`src/pkg/gcs_pkg.sv`:
```
// shared constants, register map and types of the glitchless clock select block
`default_nettype none

package gcs_pkg;

  // ----------------------------------------------------------------
  // register map (byte addresses on the apb bus)
  // ----------------------------------------------------------------
  localparam int           GCS_ADDR_WIDTH   = 12;
  localparam logic [11:0]  GCS_CTRL_OFFSET  = 12'h000;
  localparam logic [11:0]  GCS_STAT_OFFSET  = 12'h004;

  // control register fields
  localparam int           GCS_CTRL_WIDTH      = 5;
  localparam int           GCS_CTRL_SELECT_BIT = 0;
  localparam int           GCS_CTRL_FORCE_BIT  = 1;
  localparam int           GCS_CTRL_GATE_N_BIT = 2;
  localparam int           GCS_CTRL_LEVEL_BIT  = 3;
  localparam int           GCS_CTRL_PWR_N_BIT  = 4;
  localparam logic [4:0]   GCS_CTRL_RESET      = 5'h10;

  // status register fields
  localparam int           GCS_STAT_ACTIVE_BIT  = 0;
  localparam int           GCS_STAT_LEVEL_BIT   = 1;
  localparam int           GCS_STAT_RUN_BIT     = 2;
  localparam int           GCS_STAT_SWITCH_BIT  = 3;
  localparam int           GCS_STAT_FORCED_BIT  = 4;
  localparam int           GCS_STAT_PENDING_BIT = 5;

  // ----------------------------------------------------------------
  // switchover counts, in edges of an input clock, and the size of the output bank
  // ----------------------------------------------------------------
  localparam logic [1:0]   GCS_PARK_LIMIT  = 2'h3;
  localparam logic [1:0]   GCS_HOLD_RISES  = 2'h2;
  localparam logic [1:0]   GCS_FORCE_RISES = 2'h2;
  localparam int           GCS_OUT_COUNT   = 10;

  typedef enum logic [1:0] {
    GCS_RUN,
    GCS_PARK,
    GCS_HOLD,
    GCS_FORCED
  } gcs_state_type;

  // word-aligned address match, used for every register decode
  function automatic logic gcs_addr_hit(input logic [11:0] addr, input logic [11:0] offset);
    return addr[11:2] == offset[11:2];
  endfunction

endpackage

`default_nettype wire

```
`src/logic/gcs_sync2.sv`:
```
// two-flop level synchroniser
`timescale 1ns/100ps
`default_nettype none

module gcs_sync2 #(
  parameter int WIDTH = 1
) (
  input  wire logic             pclk,
  input  wire logic             presetn,
  input  wire logic [WIDTH-1:0] d,
  output logic      [WIDTH-1:0] q
);

  logic [WIDTH-1:0] meta_reg;
  logic [WIDTH-1:0] sync_reg;

  // only the second stage may be looked at from outside
  always_ff @(posedge pclk or negedge presetn) begin
    if (!presetn) begin
      meta_reg <= '0;
      sync_reg <= '0;
    end else begin
      meta_reg <= d;
      sync_reg <= meta_reg;
    end
  end

  assign q = sync_reg;

endmodule

`default_nettype wire

```
`src/logic/gcs_edge_detect.sv`:
```
// edge detector for one sampled input clock
`timescale 1ns/100ps
`default_nettype none

module gcs_edge_detect (
  input  wire logic pclk,
  input  wire logic presetn,
  input  wire logic clk_level,
  output logic      level_q,
  output logic      rise,
  output logic      fall
);

  logic level_reg;

  always_ff @(posedge pclk or negedge presetn) begin
    if (!presetn) begin
      level_reg <= 1'b0;
    end else begin
      level_reg <= clk_level;
    end
  end

  assign level_q = level_reg;
  assign rise    = clk_level & ~level_reg;
  assign fall    = ~clk_level & level_reg;

endmodule

`default_nettype wire

```
`src/logic/gcs_clock_select.sv`:
```
// glitchless two-input clock select with a buffered output bank and apb control
`timescale 1ns/100ps
`default_nettype none

module gcs_clock_select
  import gcs_pkg::*;
#(
  parameter int         OUT_COUNT   = GCS_OUT_COUNT,
  parameter logic [1:0] PARK_LIMIT  = GCS_PARK_LIMIT,
  parameter logic [1:0] HOLD_RISES  = GCS_HOLD_RISES,
  parameter logic [1:0] FORCE_RISES = GCS_FORCE_RISES
) (
  input  wire logic                      pclk,
  input  wire logic                      presetn,
  input  wire logic                      psel,
  input  wire logic                      penable,
  input  wire logic                      pwrite,
  input  wire logic [GCS_ADDR_WIDTH-1:0] paddr,
  input  wire logic [31:0]               pwdata,
  input  wire logic [3:0]                pstrb,
  output logic      [31:0]               prdata,
  output logic                           pready,
  output logic                           pslverr,
  input  wire logic                      clock_in_first,
  input  wire logic                      clock_in_second,
  output logic      [OUT_COUNT-1:0]      buffered_clock_out,
  output logic      [OUT_COUNT-1:0]      buffered_clock_out_n
);

  // ----------------------------------------------------------------
  // declarations
  // ----------------------------------------------------------------
  logic [GCS_CTRL_WIDTH-1:0] ctrl_reg;
  logic [GCS_CTRL_WIDTH-1:0] ctrl_next;
  logic [31:0]               prdata_reg;
  logic [31:0]               prdata_next;
  logic                      pready_reg;
  logic                      pready_next;
  logic                      pslverr_reg;
  logic                      pslverr_next;

  gcs_state_type             state_reg;
  gcs_state_type             state_next;
  logic [1:0]                cnt_reg;
  logic [1:0]                cnt_next;
  logic                      active_reg;
  logic                      active_next;
  logic                      core_level_reg;
  logic                      core_level_next;
  logic                      force_prev_reg;

  logic [OUT_COUNT-1:0]      out_true_reg;
  logic [OUT_COUNT-1:0]      out_comp_reg;

  logic                      first_rise;
  logic                      second_rise;
  logic                      select_sync;

  // ----------------------------------------------------------------
  // apb slave
  // ----------------------------------------------------------------
  wire        apb_setup  = psel & ~penable;
  wire        apb_access = psel & penable & pready_reg;
  wire        hit_ctrl   = gcs_addr_hit(paddr, GCS_CTRL_OFFSET);
  wire        hit_stat   = gcs_addr_hit(paddr, GCS_STAT_OFFSET);
  wire        ctrl_write = apb_access & pwrite & hit_ctrl & pstrb[0];

  wire        ctrl_select = ctrl_reg[GCS_CTRL_SELECT_BIT];
  wire        force_reg   = ctrl_reg[GCS_CTRL_FORCE_BIT];
  wire        gate_n      = ctrl_reg[GCS_CTRL_GATE_N_BIT];
  wire        gated_level_choice = ctrl_reg[GCS_CTRL_LEVEL_BIT];
  wire        power_down_n       = ctrl_reg[GCS_CTRL_PWR_N_BIT];

  wire [31:0] ctrl_word = {{(32-GCS_CTRL_WIDTH){1'b0}}, ctrl_reg};
  wire [5:0]  stat_bits = {select_sync != active_reg,
                           state_reg == GCS_FORCED,
                           (state_reg == GCS_PARK) | (state_reg == GCS_HOLD),
                           state_reg == GCS_RUN,
                           core_level_reg,
                           active_reg};
  wire [31:0] stat_word = {26'h0000000, stat_bits};
  wire [31:0] read_word = hit_ctrl ? ctrl_word : (hit_stat ? stat_word : 32'h00000000);

  // one wait-free access: answer is set up at the end of the setup cycle
  assign pready_next  = apb_setup;
  assign pslverr_next = apb_setup & ~(hit_ctrl | hit_stat);
  assign prdata_next  = (apb_setup & ~pwrite) ? read_word : 32'h00000000;
  assign ctrl_next    = ctrl_write ? pwdata[GCS_CTRL_WIDTH-1:0] : ctrl_reg;

  always_ff @(posedge pclk or negedge presetn) begin
    if (!presetn) begin
      ctrl_reg    <= GCS_CTRL_RESET;
      prdata_reg  <= 32'h00000000;
      pready_reg  <= 1'b0;
      pslverr_reg <= 1'b0;
    end else begin
      ctrl_reg    <= ctrl_next;
      prdata_reg  <= prdata_next;
      pready_reg  <= pready_next;
      pslverr_reg <= pslverr_next;
    end
  end

  assign prdata  = prdata_reg;
  assign pready  = pready_reg;
  assign pslverr = pslverr_reg;

  // ----------------------------------------------------------------
  // input clock sampling and select synchronisation
  // ----------------------------------------------------------------
  gcs_edge_detect u_first_edge (
    .pclk      (pclk),
    .presetn   (presetn),
    .clk_level (clock_in_first),
    .level_q   (),
    .rise      (first_rise),
    .fall      ()
  );

  gcs_edge_detect u_second_edge (
    .pclk      (pclk),
    .presetn   (presetn),
    .clk_level (clock_in_second),
    .level_q   (),
    .rise      (second_rise),
    .fall      ()
  );

  // a select change only acts once it has cleared both flops
  gcs_sync2 #(
    .WIDTH (1)
  ) u_select_sync (
    .pclk    (pclk),
    .presetn (presetn),
    .d       (ctrl_select),
    .q       (select_sync)
  );

  // both switch paths look only at the active source, never the other one
  wire active_raw  = active_reg ? clock_in_second : clock_in_first;
  wire active_rise = active_reg ? second_rise : first_rise;
  wire sel_diff    = select_sync != active_reg;
  wire force_edge  = force_reg & ~force_prev_reg;

  // ----------------------------------------------------------------
  // switchover state machine
  // ----------------------------------------------------------------
  always_comb begin
    state_next      = state_reg;
    cnt_next        = cnt_reg;
    active_next     = active_reg;
    core_level_next = core_level_reg;
    case (state_reg)
      GCS_RUN: begin
        core_level_next = active_raw;
        if (force_edge || (force_reg && sel_diff)) begin
          // park at once and take whatever select now says
          state_next      = GCS_FORCED;
          core_level_next = 1'b0;
          cnt_next        = 2'h0;
          active_next     = select_sync;
        end else if (sel_diff) begin
          state_next = GCS_PARK;
          cnt_next   = 2'h0;
        end
      end
      GCS_PARK: begin
        // follow the old clock down, then hold low
        core_level_next = core_level_reg & active_raw;
        if (active_rise) begin
          cnt_next = cnt_reg + 2'h1;
        end
        if (force_edge) begin
          state_next      = GCS_FORCED;
          core_level_next = 1'b0;
          cnt_next        = 2'h0;
          active_next     = select_sync;
        end else if (!core_level_next || cnt_reg == PARK_LIMIT) begin
          state_next      = GCS_HOLD;
          core_level_next = 1'b0;
          cnt_next        = 2'h0;
          active_next     = select_sync;
        end
      end
      GCS_HOLD: begin
        core_level_next = 1'b0;
        if (force_edge) begin
          state_next  = GCS_FORCED;
          cnt_next    = 2'h0;
          active_next = select_sync;
        end else if (active_rise) begin
          // low for a bounded count of new-clock cycles, restart on a rise
          if (cnt_reg == HOLD_RISES) begin
            state_next      = GCS_RUN;
            core_level_next = 1'b1;
          end else begin
            cnt_next = cnt_reg + 2'h1;
          end
        end
      end
      GCS_FORCED: begin
        core_level_next = 1'b0;
        if (sel_diff) begin
          // a late select change restarts the wait on the new source
          active_next = select_sync;
          cnt_next    = 2'h0;
        end else if (active_rise) begin
          if (cnt_reg == FORCE_RISES) begin
            // start only after some new-clock cycles
            state_next      = GCS_RUN;
            core_level_next = 1'b1;
          end else begin
            cnt_next = cnt_reg + 2'h1;
          end
        end
      end
      default: begin
        state_next      = GCS_RUN;
        core_level_next = 1'b0;
        cnt_next        = 2'h0;
      end
    endcase
  end

  always_ff @(posedge pclk or negedge presetn) begin
    if (!presetn) begin
      state_reg      <= GCS_RUN;
      cnt_reg        <= 2'h0;
      active_reg     <= 1'b0;
      core_level_reg <= 1'b0;
      force_prev_reg <= 1'b0;
    end else begin
      state_reg      <= state_next;
      cnt_reg        <= cnt_next;
      active_reg     <= active_next;
      core_level_reg <= core_level_next;
      force_prev_reg <= force_reg;
    end
  end

  // ----------------------------------------------------------------
  // output bank: power-down, gate, then the switched clock
  // ----------------------------------------------------------------
  // gating here is asynchronous to the chosen clock, so runts are the caller's concern
  wire level_true = !power_down_n ? 1'b1 : (gate_n ? gated_level_choice : core_level_reg);
  wire level_comp = !power_down_n ? 1'b1 : (gate_n ? ~gated_level_choice : ~core_level_reg);

  always_ff @(posedge pclk or negedge presetn) begin
    if (!presetn) begin
      out_true_reg <= '0;
      out_comp_reg <= '1;
    end else begin
      out_true_reg <= {OUT_COUNT{level_true}};
      out_comp_reg <= {OUT_COUNT{level_comp}};
    end
  end

  assign buffered_clock_out   = out_true_reg;
  assign buffered_clock_out_n = out_comp_reg;

  // ----------------------------------------------------------------
  // assertions
  // ----------------------------------------------------------------
  park_fall_a: assert property (@(posedge pclk) disable iff (!presetn)
    (state_reg == GCS_PARK && core_level_reg && !active_raw) |=> !core_level_reg)
    else $error("parked output did not fall with the old clock");

  park_limit_a: assert property (@(posedge pclk) disable iff (!presetn)
    (state_reg == GCS_PARK && !active_raw) |=> (state_reg != GCS_PARK))
    else $error("park did not end once the old clock was low");

  hold_low_a: assert property (@(posedge pclk) disable iff (!presetn)
    (state_reg == GCS_HOLD) |-> (!core_level_reg && cnt_reg <= HOLD_RISES))
    else $error("hold interval not low or too long");

  resume_rise_a: assert property (@(posedge pclk) disable iff (!presetn)
    $rose(core_level_reg) |-> $past(active_rise))
    else $error("output rose without a rise of the active clock");

  force_low_a: assert property (@(posedge pclk) disable iff (!presetn)
    force_edge |=> (!core_level_reg && state_reg == GCS_FORCED))
    else $error("force did not park the output at once");

  force_restart_a: assert property (@(posedge pclk) disable iff (!presetn)
    (state_reg == GCS_FORCED && state_next == GCS_RUN) |-> (active_reg == select_sync))
    else $error("forced restart on a clock other than the selected one");

  force_isolate_a: assert property (@(posedge pclk) disable iff (!presetn)
    (state_reg == GCS_RUN && force_reg && !sel_diff && !force_edge) |=>
      (core_level_reg == $past(active_reg ? clock_in_second : clock_in_first)))
    else $error("output disturbed by the deselected clock under force");

  force_wait_a: assert property (@(posedge pclk) disable iff (!presetn)
    (state_reg == GCS_FORCED && state_next == GCS_RUN) |-> (cnt_reg == FORCE_RISES && active_rise))
    else $error("forced restart without the wait on the new clock");

  pd_high_a: assert property (@(posedge pclk) disable iff (!presetn)
    (!power_down_n) |=> ((&buffered_clock_out) && (&buffered_clock_out_n)))
    else $error("power-down outputs not both high");

  sync_delay_a: assert property (@(posedge pclk) disable iff (!presetn)
    ##2 (select_sync == $past(ctrl_select, 2)))
    else $error("select reached the switch without two flops");

endmodule

`default_nettype wire

```
`config.mk`:
```
export PLATFORM = sky130hd
export DESIGN_NAME = gcs_clock_select
export DESIGN_NICKNAME = d
export VERILOG_FILES = /design/src/pkg/gcs_pkg.sv /design/src/logic/gcs_sync2.sv /design/src/logic/gcs_edge_detect.sv /design/src/logic/gcs_clock_select.sv
export SDC_FILE = /design/constraint.sdc
export NUM_CORES = 1
export LEC_CHECK = 0
export BUFFER_PORTS_ARGS = -buffer_cell sky130_fd_sc_hd__buf_2
export CORE_ASPECT_RATIO = 0.6
export CORE_MARGIN = 3
export CORE_UTILIZATION = 40
export CTS_CLUSTER_SIZE = 25
export DETAILED_ROUTE_END_ITERATION = 7
export GPL_TIMING_DRIVEN = 0
export MAX_ROUTING_LAYER = met4
export PLACE_DENSITY = 0.77
export SYNTH_ARGS = -nofsm -noshare
export SYNTH_HDL_FRONTEND = slang
export SYNTH_HIERARCHICAL = 1
export SYNTH_SLANG_ARGS = --single-unit
```
`constraint.sdc`:
```
create_clock -name pclk -period 2.98 [get_ports pclk]
set_input_delay 0.447 -clock pclk [delete_from_list [all_inputs] [get_ports pclk]]
set_output_delay 0.447 -clock pclk [all_outputs]
set_load 0.05 [all_outputs]
```
# Word-level counts from Yosys, hierarchy flattened
# Index checks and enable logic that the tools add are counted.
# totals
register_bits	26
latchBits	0
mem_bits_rw	0
rom_bits	0
inputBits	55
output_inout_bits	54
word_cells	103
memories	0
# op_classes
add_sub_neg	1
mul	0
div	0
magnitude_cmp	0
n_eq_ne	14
n_shift	0
muxes	42
n_bitwise	22
n_reduce_logical	9
# op_table
cell	count
2-bit 2-to-1 mux	17
1-bit 2-to-1 mux	18
6-bit 2-to-1 mux	3
2-bit one-hot mux with 4 select lines	2
1-bit bitwise AND	12
10-bit by 1-bit == test with 1-bit output (second input constant)	1
10-bit logical NOT	1
2-bit == test (second input constant)	4
1-bit inverter	8
1-bit one-hot mux with 4 select lines	2
2-bit by 1-bit != test with 1-bit output (second input constant)	2
2-bit != test (second input constant)	2
4-bit by 3-bit != test with 1-bit output (second input constant)	1
4-bit AND reduction	1
3-bit by 1-bit != test with 1-bit output (second input constant)	1
3-bit by 2-bit != test with 1-bit output (second input constant)	1
3-bit AND reduction	1
2-bit by 1-bit adder with 2-bit output (second input constant)	1
2-bit by 1-bit == test with 1-bit output (second input constant)	1
2-bit logical NOT	1
1-bit logical OR	2
1-bit OR	2
2-bit AND reduction	1
1-bit logical AND	1
other kinds (2)	2

# Depth between registers and ports, before layout
# Gate-level depths: netlist of the first run.
# logic_depth
word_depth	7
depth_mapped	6
depth_no_buf	6

# Cells and area by module
# Netlist of the first run, hierarchy kept.
# modules_own_cells
mod	n_inst	cells_each	area_each_um2	seq_area_each_um2
gcs_clock_select	1	147	1522.7	553.0
gcs_edge_detect	2	3	40.0	25.0
gcs_sync2	1	2	50.0	50.0

# Least setup slack after synthesis of the first run
# OpenSTA, ideal clock, no wires.
# synth_path
kind	input-to-reg
start	in paddr[6]
end	reg ctrl_reg[0]
setup_ns	0.125
t_arrival_ns	1.682
required_ns	2.855
slack_ns	1.173
cell_stages	4
path_buffers	0
path_cell_list	nor4_2 > nand3_2 > nor4_4 > mux2_2
# synth_via
elab_chain_cells	3
# synth_lines
element	line	text
from (decl)	gcs_clock_select.sv:18	input wire logic [GCS_ADDR_WIDTH-1:0] paddr,
10-bit logical NOT	gcs_pkg.sv:47	return addr[11:2] == offset[11:2];
1-bit bitwise AND (2 in series)	gcs_clock_select.sv:66	wire ctrl_write = apb_access & pwrite & hit_ctrl & pstrb[0];
to (signal assigned)	gcs_clock_select.sv:97	ctrl_reg <= ctrl_next;
to (decl)	gcs_clock_select.sv:33	logic [GCS_CTRL_WIDTH-1:0] ctrl_reg;
# Every way passes these cells.
# A chain may end at the register's enable or synchronous reset.

# Final worst setup path of the first run
# layout_path
start	reg active_reg
end	reg active_reg
# layout_via
elab_chain_cells	6
elab_cells_between_ends	11
cone_classes	4 x eq/ne; 1 x mux; 1 x bitwise; 5 x reduce/logical
# layout_lines
element	line	text
from (decl)	gcs_clock_select.sv:46	logic active_reg;
from (signal assigned)	gcs_clock_select.sv:235	active_reg <= active_next;
1-bit 2-to-1 mux	gcs_clock_select.sv:140	wire active_raw = active_reg ? clock_in_second : clock_in_first;
1-bit bitwise AND	gcs_clock_select.sv:169	core_level_next = core_level_reg & active_raw;
1-bit logical NOT	gcs_clock_select.sv:178	end else if (!core_level_next || cnt_reg == PARK_LIMIT) begin
1-bit logical OR	gcs_clock_select.sv:178	
3-bit by 2-bit != test with 1-bit output (no source line)	-	
4-bit AND reduction (no source line) (*)	-	
# Every way passes the cells marked *; elsewhere a longest branch is shown, timed or not.

==> results.sh, run 1 <==
export IMPL_num_io_pins=109
export IMPL_antennaDiodeCount=0
export IMPL_fp_dieH_um=55.5
export IMPL_leakage_nw=1.10
export IMPL_floorplan_initialDensity=0.432
export IMPL_io_buffers=50
export IMPL_drc=0
export IMPL_post_cts_resized=0
export IMPL_yosysWarningCount=6
export IMPL_hold_path_class="input port to asynchronous set/reset pin"
export IMPL_drt_total_wl_mm=3.32
export IMPL_ant_nets=0
export IMPL_cellPowerDensity_nw_per_um2=548
export IMPL_critical_path_class="flop to flop"
export IMPL_clkLatencyLatePin_ns=0.27
export IMPL_critPathRequiredTime_ns=3.15
export IMPL_fin_util=0.557
export IMPL_drt_initial_drc_count=91
export IMPL_cp_end_kind="flop"
export IMPL_cts_reportedPaths_clkPinSlew_ns=0.09
export IMPL_grt_setup_unrepaired="no"
export IMPL_die_x_um=88.5
export IMPL_routedWlPerCell_um=11.9
export IMPL_ir_drop_v=0.000257
export IMPL_vias=1253
export IMPL_timing_rr_start="active_reg"
export IMPL_fin_tns_setup_ns=0
export IMPL_drive_above_1_share=0.491
export IMPL_post_route_min_period_ns=1.93
export IMPL_die_area_um2=4920
export IMPL_worstReg2RegEnd="active_reg"
export IMPL_hold_viol_final=0
export IMPL_arrival_ns=2.10
export IMPL_syn_cell_area_um2=1640
export IMPL_cts_root_buf="clkbuf_8"
export IMPL_slew_violations=0
export IMPL_grt_overflow_total=0
export IMPL_status="completed"
export IMPL_setup_viol=0
export IMPL_antenna_found_initial=0
export IMPL_timing_final_crit_share=0.647
export IMPL_finalClockSkew_ns=0.00431
export IMPL_largest_reg_flops=6
export IMPL_tritoncts="done"
export IMPL_postCtsSetupRepairBufs=0
export IMPL_reg2reg_slack_ns=1.05
export IMPL_cap_violations=0
export IMPL_fin_hold_ws_ns=0.158
export IMPL_grt_pass1_wl_mm=5.33
export IMPL_first_pass_iters=4
export IMPL_core_um2=3790
export IMPL_fmax_mhz=518
export IMPL_layout_nets=296
export IMPL_cts_sinks=26
export IMPL_cp_start_kind="flop"
export IMPL_reg2reg_depth=5
export IMPL_grt_max_degree=27
export IMPL_clockBufferDepth=2
export IMPL_syn2layout_area_growth_pct=29.0
export IMPL_row_count=17
export IMPL_dp_final_hpwl_mm=2.70
export IMPL_worstMarginPinSlew_ns=0.627
export IMPL_slew_limit_headroom=0.581
export IMPL_ctsHoldBuffers=0
export IMPL_via_per_inst=4.49
export IMPL_syn_inst=153
export IMPL_fillers=354
export IMPL_grt_pass1_vias=1127
export IMPL_cts_buffers=3
export IMPL_htree_levels=1
export IMPL_gp_congestion=0.868
export IMPL_syn_avg_cell_area_um2=10.7
export IMPL_path_max_fanout=6
export IMPL_track_usage=0.141
through the flow:
| stage | total power, W | instance area (µm²) | setup slack (ns) | cells |
|---|---|---|---|---|
| floorplan | 0.000768 | 1730 | 1.17 | 178 |
| global placement | 0.000855 | 2040 | 0.930 | 275 |
| detailed placement | 0.000861 | 2040 | 0.903 | 275 |
| CTS | 0.00116 | 2110 | 1.06 | 279 |
| global route | 0.00122 | 2110 | 0.940 | 279 |
| finish | 0.00116 | 2110 | 1.05 | 279 |
critical path: stages (launching register included):
cell and delay, ns:
dfrtp_1 0.37, buf_2 0.16, xor2_1 0.34, o21ai_0 0.23
a211oi_1 0.34, mux2_2 0.37
how the worst max path moves through the flow:
stage	from	to	slack, ns
after detailed placement	paddr[6]	ctrl_reg[2]	0.90
final	active_reg	active_reg	1.05
after global placement	paddr[6]	ctrl_reg[2]	0.93
after global routing	active_reg	active_reg	0.94
after CTS	active_reg	active_reg	1.06
after floorplan	paddr[6]	ctrl_reg[0]	1.17
power by group:
group | leakage [nW] | internal [W] | total [W] | switching, W
Sequential | 0.340 | 0.000382 | 0.000411 | 0.0000286
Clock | 0.0357 | 0.000180 | 0.000292 | 0.000112
Combinational | 0.724 | 0.000176 | 0.000454 | 0.000279
Total | 1.10 | 0.000738 | 0.00116 | 0.000419
layout by cell type (no fill, tap or decap), types with 2 or more instances in the layout:
| master | count |
|---|---|
| nand4_1 | 2 |
| a32o_1 | 2 |
| conb_1 | 26 |
| nor2b_1 | 3 |
| dfrtp_1 | 24 |
| dfstp_2 | 2 |
| ha_1 | 8 |
| nand2_1 | 7 |
| mux2_2 | 8 |
| buf_2 | 51 |
| nand2b_1 | 4 |
| o21ai_0 | 3 |
| o2bb2ai_1 | 2 |
| a31oi_1 | 2 |
| nor4_2 | 2 |
| inv_1 | 7 |
| clkbuf_8 | 3 |
| nand3_1 | 3 |
| o22ai_1 | 2 |
| a22o_1 | 7 |
| nor2_1 | 2 |
| buf_4 | 44 |
layer usage:
layer	track usage	wire length (µm)	vias to the layer above
li1	-	-	623
met1	0.204	1490	565
met2	0.201	1520	60
met3	0.0402	283	5
met4	0.0194	24	0
met5	-	0	-
cell type report:
cell class / count / area (µm²) / area share
Clock inverter: 1 / 30.0 / 0.0142
Buffer: 45 / 335 / 0.159
Clock buffer: 3 / 41.3 / 0.0196
Timing Repair Buffer: 50 / 250 / 0.119
Tap cell: 47 / 58.8 / 0.0279
Inverter: 7 / 26.3 / 0.0125
Multi-Input combinational cell: 100 / 714 / 0.339
Sequential cell: 26 / 653 / 0.310
(Power assumes the default switching activity.)
==> run 2: changes to the inputs <==
--- a/config.mk
+++ b/config.mk
@@ -5,10 +5,11 @@
 export SDC_FILE = /design/constraint.sdc
 export NUM_CORES = 1
 export LEC_CHECK = 0
+export ABC_AREA = 1
 export BUFFER_PORTS_ARGS = -buffer_cell sky130_fd_sc_hd__buf_2
 export CORE_ASPECT_RATIO = 0.6
 export CORE_MARGIN = 3
-export CORE_UTILIZATION = 40
+export CORE_UTILIZATION = 39
 export CTS_CLUSTER_SIZE = 25
 export DETAILED_ROUTE_END_ITERATION = 7
 export GPL_TIMING_DRIVEN = 0
==> constraint.sdc (replaced) <==
create_clock -name pclk -period 1.7 [get_ports pclk]
set_input_delay 0.255 -clock pclk [delete_from_list [all_inputs] [get_ports pclk]]
set_output_delay 0.255 -clock pclk [all_outputs]
set_load 0.05 [all_outputs]
==> run 2 against run 1 <==
Compared with the run above:
- die area grew 9.8%
- maximum frequency increased by 25%
- register-to-register slack lost 0.89 ns
- hold slack worse by 0.048 ns
- setup slack lost 0.89 ns
- non-clock buffer count up 1
- via count rose by 23%
- wire length rose by 13%
- final area grew 8.0%
- global-route usage barely moved
==> results.sh, run 2 <==
export IMPL_status="completed"
export IMPL_syn_inst=235
export IMPL_layout_nets=379
export IMPL_routedWlPerCell_um=9.96
export IMPL_tritoncts="done"
export IMPL_num_io_pins=109
export IMPL_grt_overflow_total=0
export IMPL_slew_violations=0
export IMPL_cellPowerDensity_nw_per_um2=900
export IMPL_floorplan_initialDensity=0.417
export IMPL_dp_final_hpwl_mm=3.00
export IMPL_cts_buffers=3
export IMPL_gp_congestion=0.885
export IMPL_grt_pass1_wl_mm=5.91
export IMPL_post_route_min_period_ns=1.54
export IMPL_track_usage=0.141
export IMPL_slew_limit_headroom=0.618
export IMPL_worstMarginPinSlew_ns=0.573
export IMPL_setup_viol=0
export IMPL_fmax_mhz=649
export IMPL_syn_avg_cell_area_um2=7.52
export IMPL_finalClockSkew_ns=0.00265
export IMPL_fp_dieH_um=58.1
export IMPL_via_per_inst=4.10
export IMPL_io_buffers=50
export IMPL_grt_pass1_vias=1253
export IMPL_htree_levels=1
export IMPL_path_max_fanout=4
export IMPL_final_common_cell="nand2_1"
export IMPL_timing_final_crit_share=0.906
export IMPL_drt_total_wl_mm=3.74
export IMPL_postCtsSetupRepairBufs=0
export IMPL_antenna_found_initial=0
export IMPL_drc=0
export IMPL_core_um2=4230
export IMPL_row_count=18
export IMPL_hold_path_class="input port to flop"
export IMPL_vias=1538
export IMPL_cp_start_kind="flop"
export IMPL_die_x_um=92.9
export IMPL_first_pass_iters=6
export IMPL_leakage_nw=1.29
export IMPL_clkLatencyLatePin_ns=0.27
export IMPL_cp_end_kind="flop"
export IMPL_clockBufferDepth=2
export IMPL_drt_initial_drc_count=83
export IMPL_ant_nets=0
export IMPL_cts_root_buf="clkbuf_8"
export IMPL_drive_above_1_share=0.346
export IMPL_syn_cell_area_um2=1770
export IMPL_grt_max_degree=27
export IMPL_ir_drop_v=0.000391
export IMPL_cap_violations=0
export IMPL_yosysWarningCount=6
export IMPL_largest_reg_flops=6
export IMPL_cts_sinks=26
export IMPL_syn2layout_area_growth_pct=29.0
export IMPL_p_total_w=0.00205
export IMPL_critical_path_class="flop to flop"
export IMPL_antennaDiodeCount=0
export IMPL_critPathRequiredTime_ns=1.87
export IMPL_arrival_ns=1.71
export IMPL_mostFrequentLayoutCells="nand2_1 (64), buf_2 (51), buf_4 (44), inv_1 (30), conb_1 (26)"
export IMPL_die_area_um2=5400
export IMPL_hold_viol_final=0
export IMPL_fin_hold_ws_ns=0.110
export IMPL_cts_reportedPaths_clkPinSlew_ns=0.09
run 2: metal layers:
metal / global-route usage / vias to the layer above / share of wire
met5: - / - / 0
met4: 0.00626 / 0 / 0.0021
met3: 0.0376 / 2 / 0.083
met2: 0.186 / 58 / 0.42
met1: 0.222 / 663 / 0.50
li1: - / 815 / -
run 2: metrics by stage:
step | util | worst slack, ns | cell area (µm²) | setup TNS, ns | cells
2_1_floorplan | - | 0.357 | 1860 | 0 | 260
3_3_place_gp | 0.516 | 0.143 | 2190 | 0 | 370
3_5_place_dp | 0.516 | 0.0843 | 2190 | 0 | 370
4_1_cts | 0.535 | 0.104 | 2270 | 0 | 375
5_1_grt | 0.538 | -0.00394 | 2280 | -0.00394 | 375
6_report | 0.538 | 0.160 | 2280 | 0 | 375
run 2: worst paths after layout:
path	start	to	slack, ns	cells after the start
worst min-delay path	clock_in_first	u_first_edge/level_q	0.11	1
min in group asynchronous	presetn	active_reg	0.51	2
worst min register to register	u_select_sync/meta_reg	u_select_sync/q	0.36	0
worst max register to register	state_reg[1]	cnt_reg[0]	0.16	9
worst max-delay path	state_reg[1]	cnt_reg[0]	0.16	9
max in group asynchronous	presetn	buffered_clock_out_n[0]	0.81	2
run 2: critical path, stage by stage (launching register included):
cell and delay (ns):
dfrtp_1 0.43, inv_1 0.13, ha_1 0.20, nand3_1 0.15
nor2_4 0.16, nand3_1 0.10, nand2_1 0.09, inv_1 0.06
nand3_1 0.07, nand2_1 0.05
run 2: area by class of cell:
cell class,instances,area (µm²)
buffer,45,335
sequential,26,653
inverter,30,113
multi-input combinational,159,771
clock inverter,1,30.0
tap,60,75.1
fill,423,1960
clock buffer,3,41.3
timing repair buffer,51,260
run 2: timing repair:
| action | in CTS | in global routing |
|---|---|---|
| hold buffers | 1 | 0 |
| endpoints found under the setup margin | 0 | 3 |
| endpoints found under the hold margin | 24 | 0 |
| resized for setup | 0 | 3 |
run 2: power breakdown:
group	leakage [nW]	switching (W)	internal (W)
Sequential	0.340	0.0000575	0.000669
Clock	0.0357	0.000205	0.000315
Combinational	0.914	0.000532	0.000271
==> run 3: changes to the inputs <==
--- a/config.mk
+++ b/config.mk
@@ -15,6 +15,7 @@
 export GPL_TIMING_DRIVEN = 0
 export MAX_ROUTING_LAYER = met4
 export PLACE_DENSITY = 0.77
+export SETUP_SLACK_MARGIN = 0.4
 export SYNTH_ARGS = -nofsm -noshare
 export SYNTH_HDL_FRONTEND = slang
 export SYNTH_HIERARCHICAL = 1
==> run 3 against run 2 <==
Compared with the run above:
- flip-flop and latch count is the same
- core utilization grew 12 points
- register-to-register slack gained 0.10 ns
- highest routed layer unchanged
- critical path type is now flop to primary output
- non-clock buffer count grew 21
- hold slack gained 0.016 ns
- critical endpoint is now buffered_clock_out_n[6]
- setup slack gained 0.072 ns
==> results.sh, run 3 (synthesized netlist as in run 2, its figures left out) <==
export IMPL_status="completed"
export IMPL_final_common_cell="nand2_1"
export IMPL_fin_tns_setup_ns=0
export IMPL_die_x_um=92.9
export IMPL_setup_viol=0
export IMPL_slew_limit_headroom=0.622
export IMPL_io_buffers=50
export IMPL_grt_pass1_vias=1551
export IMPL_drive_above_1_share=0.473
export IMPL_tritoncts="done"
export IMPL_dp_final_hpwl_mm=3.07
export IMPL_ant_nets=0
export IMPL_crit_chain="buf_6, buf_4, buf_8"
export IMPL_mostFrequentLayoutCells="nand2_1 (59), buf_4 (49), buf_2 (31), conb_1 (26), inv_1 (22)"
export IMPL_via_per_inst=4.45
export IMPL_slowest_delay_ns=0.57
export IMPL_post_dp_cell_area_um2=2190
export IMPL_syn2layout_area_growth_pct=58.0
export IMPL_slowest_stage="dfstp_2"
export IMPL_finalClockSkew_ns=0.0169
export IMPL_cts_buffers=3
export IMPL_drt_total_wl_mm=5.03
export IMPL_core_um2=4230
export IMPL_post_route_min_period_ns=1.47
export IMPL_dp_cells=370
export IMPL_largest_reg_flops=6
export IMPL_arrival_ns=1.21
export IMPL_path_buf_inv=3
export IMPL_vias=1762
export IMPL_antennaDiodeCount=0
export IMPL_cp_end_kind="primary output"
export IMPL_cts_root_buf="clkbuf_8"
export IMPL_worstMarginPinSlew_ns=0.567
export IMPL_multi_input_area_um2=862
export IMPL_drc=0
export IMPL_fp_dieH_um=58.1
export IMPL_clockBufferDepth=2
export IMPL_cp_start_kind="flop"
export IMPL_fin_util=0.659
export IMPL_grt_setup_unrepaired="yes"
export IMPL_cellPowerDensity_nw_per_um2=891
export IMPL_grt_max_degree=27
export IMPL_slew_violations=0
export IMPL_path_max_fanout=5
export IMPL_cts_sinks=26
export IMPL_row_count=18
export IMPL_design_area_um2=2790
export IMPL_antenna_found_initial=0
export IMPL_hold_path_class="input port to flop"
export IMPL_num_io_pins=109
export IMPL_fillers=339
export IMPL_ir_drop_v=0.000444
export IMPL_routedWlPerCell_um=12.7
export IMPL_grt_overflow_total=0
export IMPL_cts_reportedPaths_clkPinSlew_ns=0.10
export IMPL_hold_viol_final=0
export IMPL_fin_cells=396
export IMPL_track_usage=0.181
export IMPL_timing_final_crit_share=0.863
export IMPL_drt_initial_drc_count=176
export IMPL_leakage_nw=1.52
export IMPL_critPathTopFamily="flip-flops"
export IMPL_critical_path_class="flop to primary output"
export IMPL_setup_ws_ns=0.232
export IMPL_layout_nets=400
export IMPL_clkLatencyLatePin_ns=0.28
export IMPL_critPathRequiredTime_ns=1.44
export IMPL_fmax_mhz=681
export IMPL_floorplan_initialDensity=0.417
export IMPL_seqCellArea_um2=658
export IMPL_grt_pass1_wl_mm=7.45
export IMPL_pre_cts_ws_ns=0.211
export IMPL_cap_violations=0
export IMPL_die_area_um2=5400
export IMPL_htree_levels=1
export IMPL_gp_congestion=0.897
export IMPL_first_pass_iters=4
run 3: layer usage:
metal / share of wire / up-vias / global-route usage
li1: - / 865 / -
met1: 0.42 / 793 / 0.235
met2: 0.49 / 86 / 0.286
met3: 0.072 / 18 / 0.0441
met4: 0.022 / 0 / 0.0438
met5: 0 / - / -
run 3: path summary, 6_finish.rpt:
kind	depth (start not counted)	end	from	slack (ns)
max	3	buffered_clock_out_n[6]	buffered_clock_out_n[0]	0.23
min	1	u_second_edge/level_q	clock_in_second	0.13
max reg2reg	8	state_reg[1]	state_reg[1]	0.26
min reg2reg	0	u_select_sync/q	u_select_sync/meta_reg	0.36
max in group asynchronous	2	active_reg	presetn	0.79
min in group asynchronous	2	core_level_reg	presetn	0.49
run 3: through the flow:
step / hold WS [ns] / total power (W)
6_report: 0.126 / 0.00249
3_5_place_dp: 0.280 / 0.00154
3_3_place_gp: 0.283 / 0.00152
2_1_floorplan: -0.0406 / 0.00136
4_1_cts: 0.125 / 0.00225
5_1_grt: 0.124 / 0.00263
run 3: power breakdown:
group	total [W]	internal, W	switching, W
Sequential	0.000742	0.000671	0.0000712
Combinational	0.00123	0.000501	0.000731
Clock	0.000512	0.000315	0.000197
Total	0.00249	0.00149	0.000998
run 3: repair_timing:
| item | in CTS | in global routing |
|---|---|---|
| endpoints found under the setup margin | 26 | 31 |
| hold buffers | 1 | 0 |
| resized for setup | 95 | 17 |
| setup buffers | 14 | 7 |
| hold endpoints to repair | 24 | 0 |
| pin swaps | 6 | 12 |
run 3: cell type report:
class,instances,area share
multi-input cells,159,0.309
flip-flops and latches,26,0.236
repair buffers,72,0.228
plain buffers,45,0.134
inverters,30,0.0412
well taps,60,0.0269
clock buffers,3,0.0148
clock inverters,1,0.0108
